### config.mk
export PLATFORM = sky130hd
export DESIGN_NAME = flt_lut_entries
export DESIGN_NICKNAME = d
export VERILOG_FILES = /design/src/core/flt_pkg.sv /design/src/core/flt_entry.sv /design/src/core/flt_lut_entries.sv
export SDC_FILE = /design/constraint.sdc
export NUM_CORES = 1
export LEC_CHECK = 0
export ABC_AREA = 1
export ABC_CLOCK_PERIOD_IN_PS = 5790
export BUFFER_PORTS_ARGS = -buffer_cell sky130_fd_sc_hd__buf_4
export CORE_MARGIN = 4
export CORE_UTILIZATION = 40
export DETAILED_ROUTE_END_ITERATION = 12
export GPL_TIMING_DRIVEN = 0
export SETUP_SLACK_MARGIN = 0.4
export SLEW_MARGIN = 20
export SYNTH_ARGS = -nofsm -noshare
export SYNTH_HDL_FRONTEND = slang
export SYNTH_SLANG_ARGS = --single-unit
### constraint.sdc
create_clock -name clk_sys -period 5.79 [get_ports clk_sys]
set_input_delay 0.8685 -clock clk_sys [delete_from_list [all_inputs] [get_ports clk_sys]]
set_output_delay 0.8685 -clock clk_sys [all_outputs]
set_load 0.05 [all_outputs]
### src/core/flt_pkg.sv
// constants shared by the fan lookup entries five and six
package flt_pkg;
  localparam logic [7:0] FLT_ADDR_E5_THR = 8'h58;
  localparam logic [7:0] FLT_ADDR_E5_DUTY = 8'h59;
  localparam logic [7:0] FLT_ADDR_E6_THR = 8'h5A;
  localparam logic [7:0] FLT_ADDR_E6_DUTY = 8'h5B;
  localparam logic [7:0] FLT_THR_RESET = 8'h7F;
  localparam logic [7:0] FLT_DUTY_RESET = 8'h3F;
  localparam logic [7:0] FLT_READ_ZERO = 8'h00;
  localparam logic [7:0] FLT_DUTY_IDLE = 8'h00;
  localparam int FLT_THR_HALF_BIT = 7;
  localparam int FLT_THR_DEG_MSB = 6;
  localparam int FLT_DUTY_EXT_LSB = 6;
  localparam int FLT_DUTY_BASE_MSB = 5;
  localparam int FLT_TEMP_MSB = 10;
  localparam int FLT_TEMP_HALF_LSB = 2;
  localparam int FLT_TEMP_DEG_LSB = 3;
  localparam logic [1:0] FLT_DUTY_EXT_OFF = 2'h0;
  typedef enum logic [1:0] {
    FLT_ENTRY_NONE = 2'b00,
    FLT_ENTRY_5 = 2'b01,
    FLT_ENTRY_6 = 2'b10
  } flt_entry_t;
endpackage

### src/core/flt_entry.sv
// one lookup entry: threshold compare and duty formatting
`timescale 1ns/1ps
module flt_entry (
  // stored register values
  input wire logic [7:0] thr_reg,
  input wire logic [7:0] duty_reg,
  // mode and context
  input wire logic temp_high_res,
  input wire logic duty_high_res,
  input wire logic pwm_freq_22k5,
  input wire logic [7:0] temp_offset,
  input wire logic [9:0] temp_half_deg,
  input wire logic temp_neg,
  // results
  output wire logic exceeded,
  output wire logic [7:0] duty,
  output wire logic [7:0] thr_view,
  output wire logic [7:0] duty_view
);
  import flt_pkg::*;

  wire logic half_bit;
  wire logic [6:0] thr_deg;
  wire logic [8:0] deg_sum;
  wire logic [9:0] thr_half;
  wire logic ext_on;
  wire logic [1:0] duty_ext;

  // half degree bit only counts in high resolution
  assign half_bit = temp_high_res & thr_reg[FLT_THR_HALF_BIT];
  assign thr_deg = thr_reg[FLT_THR_DEG_MSB:0];
  // threshold unsigned, offset raises it above 127
  assign deg_sum = {2'b00, thr_deg} + {1'b0, temp_offset};
  assign thr_half = {deg_sum, half_bit};
  assign exceeded = !temp_neg && (temp_half_deg > thr_half);
  // extension only in high resolution at 22.5 kHz
  assign ext_on = duty_high_res & pwm_freq_22k5;
  assign duty_ext = ext_on ? duty_reg[7:FLT_DUTY_EXT_LSB] : FLT_DUTY_EXT_OFF;
  assign duty = {duty_ext, duty_reg[FLT_DUTY_BASE_MSB:0]};
  assign thr_view = {half_bit, thr_deg};
  assign duty_view = duty_high_res ? duty_reg :
                     {FLT_DUTY_EXT_OFF, duty_reg[FLT_DUTY_BASE_MSB:0]};
endmodule

### src/core/flt_lut_entries.sv
// fan lookup table entries five and six: registers and duty selection
`timescale 1ns/1ps
// What this block does
// - low resolution temperature mode forces threshold top bit to zero.
// - high resolution uses top bit as half degree, range 0 to 127.5.
// - low resolution threshold range is 0 to 127 in whole degrees.
// - temperature above entry five threshold selects duty register 0x59.
// - temperature above entry six threshold selects duty register 0x5B.
// - compare uses nine temperature bits high resolution, eight in low.
// - thresholds are positive only, sign bit taken as zero.
// - lookup temperature offset adds to thresholds for higher limits.
// - low resolution duty mode forces duty top two bits to zero.
// - high resolution duty joins top two bits and lower six bits.
// - duty top bits act only with 22.5 kHz pwm frequency.
// - low resolution duty value comes from the lower six bits.
module flt_lut_entries (
  // clock and reset
  input wire logic clk_sys,
  input wire logic nrst,
  // register access port
  input wire logic [7:0] reg_addr,
  input wire logic reg_wr,
  input wire logic [7:0] reg_wdata,
  input wire logic reg_rd,
  output wire logic reg_hit,
  output logic [7:0] reg_rdata,
  output logic reg_rvalid,
  // configuration from the rest of the unit
  input wire logic lut_write_enable,
  input wire logic temp_lut_high_res,
  input wire logic duty_lut_high_res,
  input wire logic pwm_freq_22k5,
  input wire logic [7:0] lut_temp_offset,
  // remote temperature, eighth degree units
  input wire logic remote_temp_neg,
  input wire logic [10:0] remote_temp,
  // duty result to the pwm engine
  output logic lut_duty_valid,
  output logic [7:0] lut_duty,
  output flt_pkg::flt_entry_t lut_active_entry
);
  import flt_pkg::*;

  logic [7:0] e5_thr_reg;
  logic [7:0] e5_duty_reg;
  logic [7:0] e6_thr_reg;
  logic [7:0] e6_duty_reg;

  wire logic hit_e5_thr;
  wire logic hit_e5_duty;
  wire logic hit_e6_thr;
  wire logic hit_e6_duty;
  wire logic wr_ok;
  wire logic [9:0] temp_half_deg;
  wire logic e5_exceeded;
  wire logic e6_exceeded;
  wire logic [7:0] e5_duty;
  wire logic [7:0] e6_duty;
  wire logic [7:0] e5_thr_view;
  wire logic [7:0] e5_duty_view;
  wire logic [7:0] e6_thr_view;
  wire logic [7:0] e6_duty_view;
  wire logic [7:0] rdata_next;
  wire logic duty_valid_next;
  wire logic [7:0] duty_next;
  flt_entry_t entry_next;

  // address decode
  assign hit_e5_thr = (reg_addr == FLT_ADDR_E5_THR);
  assign hit_e5_duty = (reg_addr == FLT_ADDR_E5_DUTY);
  assign hit_e6_thr = (reg_addr == FLT_ADDR_E6_THR);
  assign hit_e6_duty = (reg_addr == FLT_ADDR_E6_DUTY);
  assign reg_hit = hit_e5_thr | hit_e5_duty | hit_e6_thr | hit_e6_duty;
  assign wr_ok = reg_wr & lut_write_enable;

  // temperature in half degrees, nine or eight bits used
  assign temp_half_deg = temp_lut_high_res ?
    {1'b0, remote_temp[FLT_TEMP_MSB:FLT_TEMP_HALF_LSB]} :
    {1'b0, remote_temp[FLT_TEMP_MSB:FLT_TEMP_DEG_LSB], 1'b0};

  flt_entry u_entry5 (
    .thr_reg(e5_thr_reg),
    .duty_reg(e5_duty_reg),
    .temp_high_res(temp_lut_high_res),
    .duty_high_res(duty_lut_high_res),
    .pwm_freq_22k5(pwm_freq_22k5),
    .temp_offset(lut_temp_offset),
    .temp_half_deg(temp_half_deg),
    .temp_neg(remote_temp_neg),
    .exceeded(e5_exceeded),
    .duty(e5_duty),
    .thr_view(e5_thr_view),
    .duty_view(e5_duty_view)
  );

  flt_entry u_entry6 (
    .thr_reg(e6_thr_reg),
    .duty_reg(e6_duty_reg),
    .temp_high_res(temp_lut_high_res),
    .duty_high_res(duty_lut_high_res),
    .pwm_freq_22k5(pwm_freq_22k5),
    .temp_offset(lut_temp_offset),
    .temp_half_deg(temp_half_deg),
    .temp_neg(remote_temp_neg),
    .exceeded(e6_exceeded),
    .duty(e6_duty),
    .thr_view(e6_thr_view),
    .duty_view(e6_duty_view)
  );

  // read mux, masked views per mode
  assign rdata_next = hit_e5_thr ? e5_thr_view :
                      hit_e5_duty ? e5_duty_view :
                      hit_e6_thr ? e6_thr_view :
                      hit_e6_duty ? e6_duty_view : FLT_READ_ZERO;

  // entry six outranks entry five
  assign duty_valid_next = e5_exceeded | e6_exceeded;
  assign duty_next = e6_exceeded ? e6_duty :
                     e5_exceeded ? e5_duty : FLT_DUTY_IDLE;
  always_comb begin
    if (e6_exceeded) begin
      entry_next = FLT_ENTRY_6;
    end else if (e5_exceeded) begin
      entry_next = FLT_ENTRY_5;
    end else begin
      entry_next = FLT_ENTRY_NONE;
    end
  end

  // register storage
  always_ff @(posedge clk_sys or negedge nrst) begin
    if (!nrst) begin
      e5_thr_reg <= FLT_THR_RESET;
      e5_duty_reg <= FLT_DUTY_RESET;
      e6_thr_reg <= FLT_THR_RESET;
      e6_duty_reg <= FLT_DUTY_RESET;
    end else if (wr_ok) begin
      if (hit_e5_thr) e5_thr_reg <= reg_wdata;
      if (hit_e5_duty) e5_duty_reg <= reg_wdata;
      if (hit_e6_thr) e6_thr_reg <= reg_wdata;
      if (hit_e6_duty) e6_duty_reg <= reg_wdata;
    end
  end

  // read data, one cycle after the strobe
  always_ff @(posedge clk_sys or negedge nrst) begin
    if (!nrst) begin
      reg_rdata <= FLT_READ_ZERO;
      reg_rvalid <= 1'b0;
    end else begin
      reg_rvalid <= reg_rd;
      if (reg_rd) begin
        reg_rdata <= rdata_next;
      end
    end
  end

  // duty output
  always_ff @(posedge clk_sys or negedge nrst) begin
    if (!nrst) begin
      lut_duty_valid <= 1'b0;
      lut_duty <= FLT_DUTY_IDLE;
      lut_active_entry <= FLT_ENTRY_NONE;
    end else begin
      lut_duty_valid <= duty_valid_next;
      lut_duty <= duty_next;
      lut_active_entry <= entry_next;
    end
  end

  // checks
  property p_thr_low_msb;
    @(posedge clk_sys) disable iff (!nrst)
    reg_rd && !temp_lut_high_res && (hit_e5_thr || hit_e6_thr)
      |=> reg_rvalid && !reg_rdata[FLT_THR_HALF_BIT];
  endproperty
  a_thr_low_msb: assert property (p_thr_low_msb)
    else $error("threshold top bit not zero in low resolution");

  property p_duty_low_ext;
    @(posedge clk_sys) disable iff (!nrst)
    reg_rd && !duty_lut_high_res && (hit_e5_duty || hit_e6_duty)
      |=> reg_rdata[7:FLT_DUTY_EXT_LSB] == FLT_DUTY_EXT_OFF;
  endproperty
  a_duty_low_ext: assert property (p_duty_low_ext)
    else $error("duty top bits not zero in low resolution");

  property p_wr_blocked;
    @(posedge clk_sys) disable iff (!nrst)
    reg_wr && !lut_write_enable
      |=> $stable(e5_thr_reg) && $stable(e5_duty_reg)
          && $stable(e6_thr_reg) && $stable(e6_duty_reg);
  endproperty
  a_wr_blocked: assert property (p_wr_blocked)
    else $error("register changed with write enable clear");

  property p_wr_taken;
    @(posedge clk_sys) disable iff (!nrst)
    reg_wr && lut_write_enable && hit_e6_duty
      |=> e6_duty_reg == $past(reg_wdata);
  endproperty
  a_wr_taken: assert property (p_wr_taken)
    else $error("enabled write did not land");

  property p_e6_priority;
    @(posedge clk_sys) disable iff (!nrst)
    e6_exceeded
      |=> lut_active_entry == FLT_ENTRY_6 && lut_duty == $past(e6_duty);
  endproperty
  a_e6_priority: assert property (p_e6_priority)
    else $error("entry six duty not selected");

  property p_e5_select;
    @(posedge clk_sys) disable iff (!nrst)
    e5_exceeded && !e6_exceeded
      |=> lut_duty_valid && lut_duty == $past(e5_duty);
  endproperty
  a_e5_select: assert property (p_e5_select)
    else $error("entry five duty not selected");

  property p_ext_off;
    @(posedge clk_sys) disable iff (!nrst)
    !pwm_freq_22k5 ##1 lut_duty_valid
      |-> lut_duty[7:FLT_DUTY_EXT_LSB] == FLT_DUTY_EXT_OFF;
  endproperty
  a_ext_off: assert property (p_ext_off)
    else $error("duty extension active away from 22.5 kHz");

  property p_neg_none;
    @(posedge clk_sys) disable iff (!nrst)
    remote_temp_neg |=> !lut_duty_valid && lut_active_entry == FLT_ENTRY_NONE;
  endproperty
  a_neg_none: assert property (p_neg_none)
    else $error("negative temperature exceeded a threshold");

  property p_low_res_cmp;
    @(posedge clk_sys) disable iff (!nrst)
    !temp_lut_high_res && !remote_temp_neg && lut_temp_offset == FLT_READ_ZERO
      && remote_temp[FLT_TEMP_MSB:FLT_TEMP_DEG_LSB] > {1'b0, e5_thr_reg[6:0]}
      |=> lut_duty_valid;
  endproperty
  a_low_res_cmp: assert property (p_low_res_cmp)
    else $error("low resolution compare missed");

  property p_high_res_cmp;
    @(posedge clk_sys) disable iff (!nrst)
    temp_lut_high_res && !remote_temp_neg && lut_temp_offset == FLT_READ_ZERO
      && remote_temp[FLT_TEMP_MSB:FLT_TEMP_HALF_LSB]
         <= {1'b0, e5_thr_reg[6:0], e5_thr_reg[FLT_THR_HALF_BIT]}
      && remote_temp[FLT_TEMP_MSB:FLT_TEMP_HALF_LSB]
         <= {1'b0, e6_thr_reg[6:0], e6_thr_reg[FLT_THR_HALF_BIT]}
      |=> !lut_duty_valid;
  endproperty
  a_high_res_cmp: assert property (p_high_res_cmp)
    else $error("high resolution compare fired too early");

  property p_offset_raises;
    @(posedge clk_sys) disable iff (!nrst)
    !remote_temp_neg && !temp_lut_high_res
      && {1'b0, remote_temp[FLT_TEMP_MSB:FLT_TEMP_DEG_LSB]}
         <= {2'b00, e5_thr_reg[6:0]} + {1'b0, lut_temp_offset}
      && {1'b0, remote_temp[FLT_TEMP_MSB:FLT_TEMP_DEG_LSB]}
         <= {2'b00, e6_thr_reg[6:0]} + {1'b0, lut_temp_offset}
      |=> !lut_duty_valid;
  endproperty
  a_offset_raises: assert property (p_offset_raises)
    else $error("offset not applied to threshold");

  property p_hi_duty;
    @(posedge clk_sys) disable iff (!nrst)
    duty_lut_high_res && pwm_freq_22k5 && e6_exceeded
      |=> lut_duty == $past(e6_duty_reg);
  endproperty
  a_hi_duty: assert property (p_hi_duty)
    else $error("full eight bit duty not used");

  property p_low_duty;
    @(posedge clk_sys) disable iff (!nrst)
    !duty_lut_high_res && e6_exceeded
      |=> lut_duty == {FLT_DUTY_EXT_OFF, $past(e6_duty_reg[FLT_DUTY_BASE_MSB:0])};
  endproperty
  a_low_duty: assert property (p_low_duty)
    else $error("low resolution duty not from lower six bits");

  property p_unmapped_read;
    @(posedge clk_sys) disable iff (!nrst)
    reg_rd && !reg_hit |=> reg_rvalid && reg_rdata == FLT_READ_ZERO;
  endproperty
  a_unmapped_read: assert property (p_unmapped_read)
    else $error("unmapped read not zero");

  property p_rvalid_pulse;
    @(posedge clk_sys) disable iff (!nrst)
    !reg_rd |=> !reg_rvalid;
  endproperty
  a_rvalid_pulse: assert property (p_rvalid_pulse)
    else $error("read valid without a read strobe");

  property p_thr_high_view;
    @(posedge clk_sys) disable iff (!nrst)
    reg_rd && temp_lut_high_res && hit_e6_thr
      |=> reg_rdata == $past(e6_thr_reg);
  endproperty
  a_thr_high_view: assert property (p_thr_high_view)
    else $error("half degree bit lost on high resolution read");
endmodule

==> flow_metrics.tcl <==
set metrics [dict create \
    grt_overflow 0 \
    cts_buffers 5 \
    cts_resized 0 \
    fp-row-count 33 \
    wirelength_mm 8.09 \
    post-route-period-util_pct 59.5 \
    hold_viol_final 0 \
    dp_cells 585 \
    arrival_ns 3.64 \
    yosysWarnings 0 \
    critPathKind "in2reg" \
    drive_above_1_share_pct 25.2 \
    r2r_setup_slack_ns 2.53 \
    dieArea_mm2 0.00999 \
    grtUsageTotal_pct 16.9 \
    rsz0062_at_grt "no" \
    ctsRootBufferMaster "clkbuf_8" \
    place_congestion 0.828 \
    maxCapViolCount 0 \
    cts.sinks 52 \
    critPathCaptureType "flop" \
    io_buffers 62 \
    timing.slew.headroom_pct 49.8 \
    syn-cell-area_mm2 0.00338 \
    total_power_uw 729 \
    cts_tree "yes" \
    post-cts-setup-buffer-count 0 \
    syn_to_final_growth_pct 20.3 \
    vias_per_cell 4.90 \
    drv_slew 0 \
    setup_viol 0 \
    die_w_um 100 \
    wl_per_cell_um 13.6 \
    avgSynthCellArea_um2 8.09 \
    fin_crit_ns 3.45 \
    worstMarginPinSlew_ns 0.748 \
    power_density_mw_per_mm2 179 \
    grt_max_degree 53 \
    finClkSkew_ns 0.00538 \
    netlist_instances 418 \
    hpwl_mm 6.62 \
    fp.dieH_um 100 \
    fin_cells 593 \
    pin_count 65 \
    antenna_found_initial 0 \
    final_antenna_net_count 0 \
    diodes 0 \
    drt_iter0_markers 92 \
    vias 2903 \
    ys_ff_latch 52 \
    status "completed" \
    htreeDepth 2 \
    vdd_drop_max_mv 0.0956 \
    clk_pin_slew_worst_paths_ns 0.09 \
    grt_pass1_vias 2872 \
    worstPathRequired_ns 5.98 \
    nNetsFinal 565 \
    initial_core_util_pct 41.2 \
    firstDrtPassIters 4 \
    core-area_mm2 0.00822 \
    leakage_uw 0.00212 \
    syn_nets 496 \
    critPathLaunchType "input pin" \
    fmax_mhz 290 \
    cts_hold_buf 0 \
    cts_max_path_buffers 2 \
    hp-class "reg2reg" \
    synth.distinct_cells 28 \
    crit_fanout 10 \
    setup-tns-final_ns 0 \
    grt_first_pass_wirelength_mm 13.5 \
    yosysSeqAreaShare_pct 39.4 \
    drc 0 \
    clk_latency_ns 0.30 \
]
==> cell usage after synthesis <==
cell        n  area [µm²]
o21bai_1    2        15.0
xnor2_1     3        26.3
nand2_4     2        22.5
nand2_2     3        18.8
fa_1        2        40.0
nor3_1      5        25.0
nor4_4      2        42.5
ha_1       32         400
clkbuf_1    1        3.75
nand3_1    22         110
clkinv_1    3        11.3
a21oi_2     1        8.76
inv_1      51         191
a31oi_1     1        6.26
buf_6       3        33.8
nor2_1     10        37.5
o21ai_2    16         140
nand3b_1    1        7.51
dfstp_2    26         683
buf_2       1        5.00
nand4_1    12        75.1
dfrtp_1    26         651
a21oi_1    18        90.1
xor2_1      9        78.8
nand2_1   143         537
inv_2       1        3.75
o311ai_0    2        17.5
o21ai_0    20         100
==> layout make-up <==
type | count | area [µm²]
Tap cell | 105 | 131
Multi-Input combinational cell | 306 | 1800
Inverter | 55 | 206
Clock buffer | 8 | 90.1
Buffer | 5 | 42.5
Timing Repair Buffer | 62 | 465
Fill cell | 840 | 4150
Sequential cell | 52 | 1330
==> worst paths after layout <==
kind,startpoint,to,depth (start not counted)
hold / removal,reg_rdata[0],reg_rdata[0],2
max in group asynchronous,nrst,lut_duty[6],1
min in group asynchronous,nrst,reg_rdata[1],1
setup / recovery,lut_temp_offset[0],lut_duty[4],17
hold reg to reg,reg_rdata[0],reg_rdata[0],2
setup reg to reg,e5_thr_reg[0],lut_active_entry[0],17
==> placed cells by master (no fill, tap or decap) <==
| cell | instances |
|---|---|
| nand2_1 | 143 |
| buf_4 | 62 |
| inv_1 | 51 |
| ha_1 | 32 |
| dfstp_2 | 26 |
| dfrtp_1 | 26 |
| nand3_1 | 22 |
| o21ai_0 | 20 |
| a21oi_1 | 18 |
| o21ai_2 | 16 |
| nand4_1 | 12 |
| nor2_1 | 10 |
| xor2_1 | 9 |
| clkbuf_8 | 6 |
| nor3_1 | 5 |
| xnor2_1 | 3 |
| nand2_2 | 3 |
| clkinv_1 | 3 |
| clkbuf_1 | 3 |
| buf_6 | 3 |
| o311ai_0 | 2 |
| o21bai_1 | 2 |
| nor4_4 | 2 |
| nand2_4 | 2 |
| fa_1 | 2 |
| nand3b_1 | 1 |
| a21oi_2 | 1 |
| inv_2 | 1 |
| buf_2 | 1 |
| a31oi_1 | 1 |
==> critical path, stage by stage <==
cell	delay [ns]
buf_4	0.12
ha_1	0.22
fa_1	0.41
nand3_1	0.09
nand2_1	0.12
a21oi_1	0.18
xor2_1	0.10
ha_1	0.30
nand2_1	0.05
inv_1	0.06
nand4_1	0.08
nor3_1	0.23
nor2_1	0.14
nand2_2	0.21
clkinv_1	0.27
nand2_1	0.12
nand2_1	0.06
==> cells by family after synthesis <==
family / count (synthesis) / share of synthesized area (%)
AO/OA/AOI/OAI: 60 / 11.2
XOR/XNOR: 12 / 3.11
adder cells (fa/ha/maj): 34 / 13.0
buffers and inverters: 60 / 7.36
flip-flops: 52 / 39.4
AND/OR/NAND/NOR: 200 / 25.9
==> routing by layer <==
metal / global-route usage (%) / vias up / part of all wire (%)
met5: 0 / - / 0
met4: 2.52 / 0 / 0.59
met3: 2.99 / 6 / 4.3
met2: 28.1 / 46 / 48
met1: 23.6 / 1351 / 47
li1: - / 1500 / -
==> where the power goes <==
group	internal, µW	leakage [µW]	switching [µW]
Sequential	376	0.000625	6.01
Combinational	52.0	0.00145	82.6
Clock	97.8	0.0000455	114
==> per-stage QoR <==
step,instance area [µm²],hold WS (ns),worst slack [ns],utilization [%]
after global placement,3980,0.467,2.05,48.4
final,4070,0.485,2.34,49.5
after CTS,4070,0.491,2.35,49.5
after global routing,4070,0.506,2.13,49.5
after floorplan,3380,0.453,2.70,-
after detailed placement,3980,0.467,2.04,48.4
(Power assumes the default switching activity.)
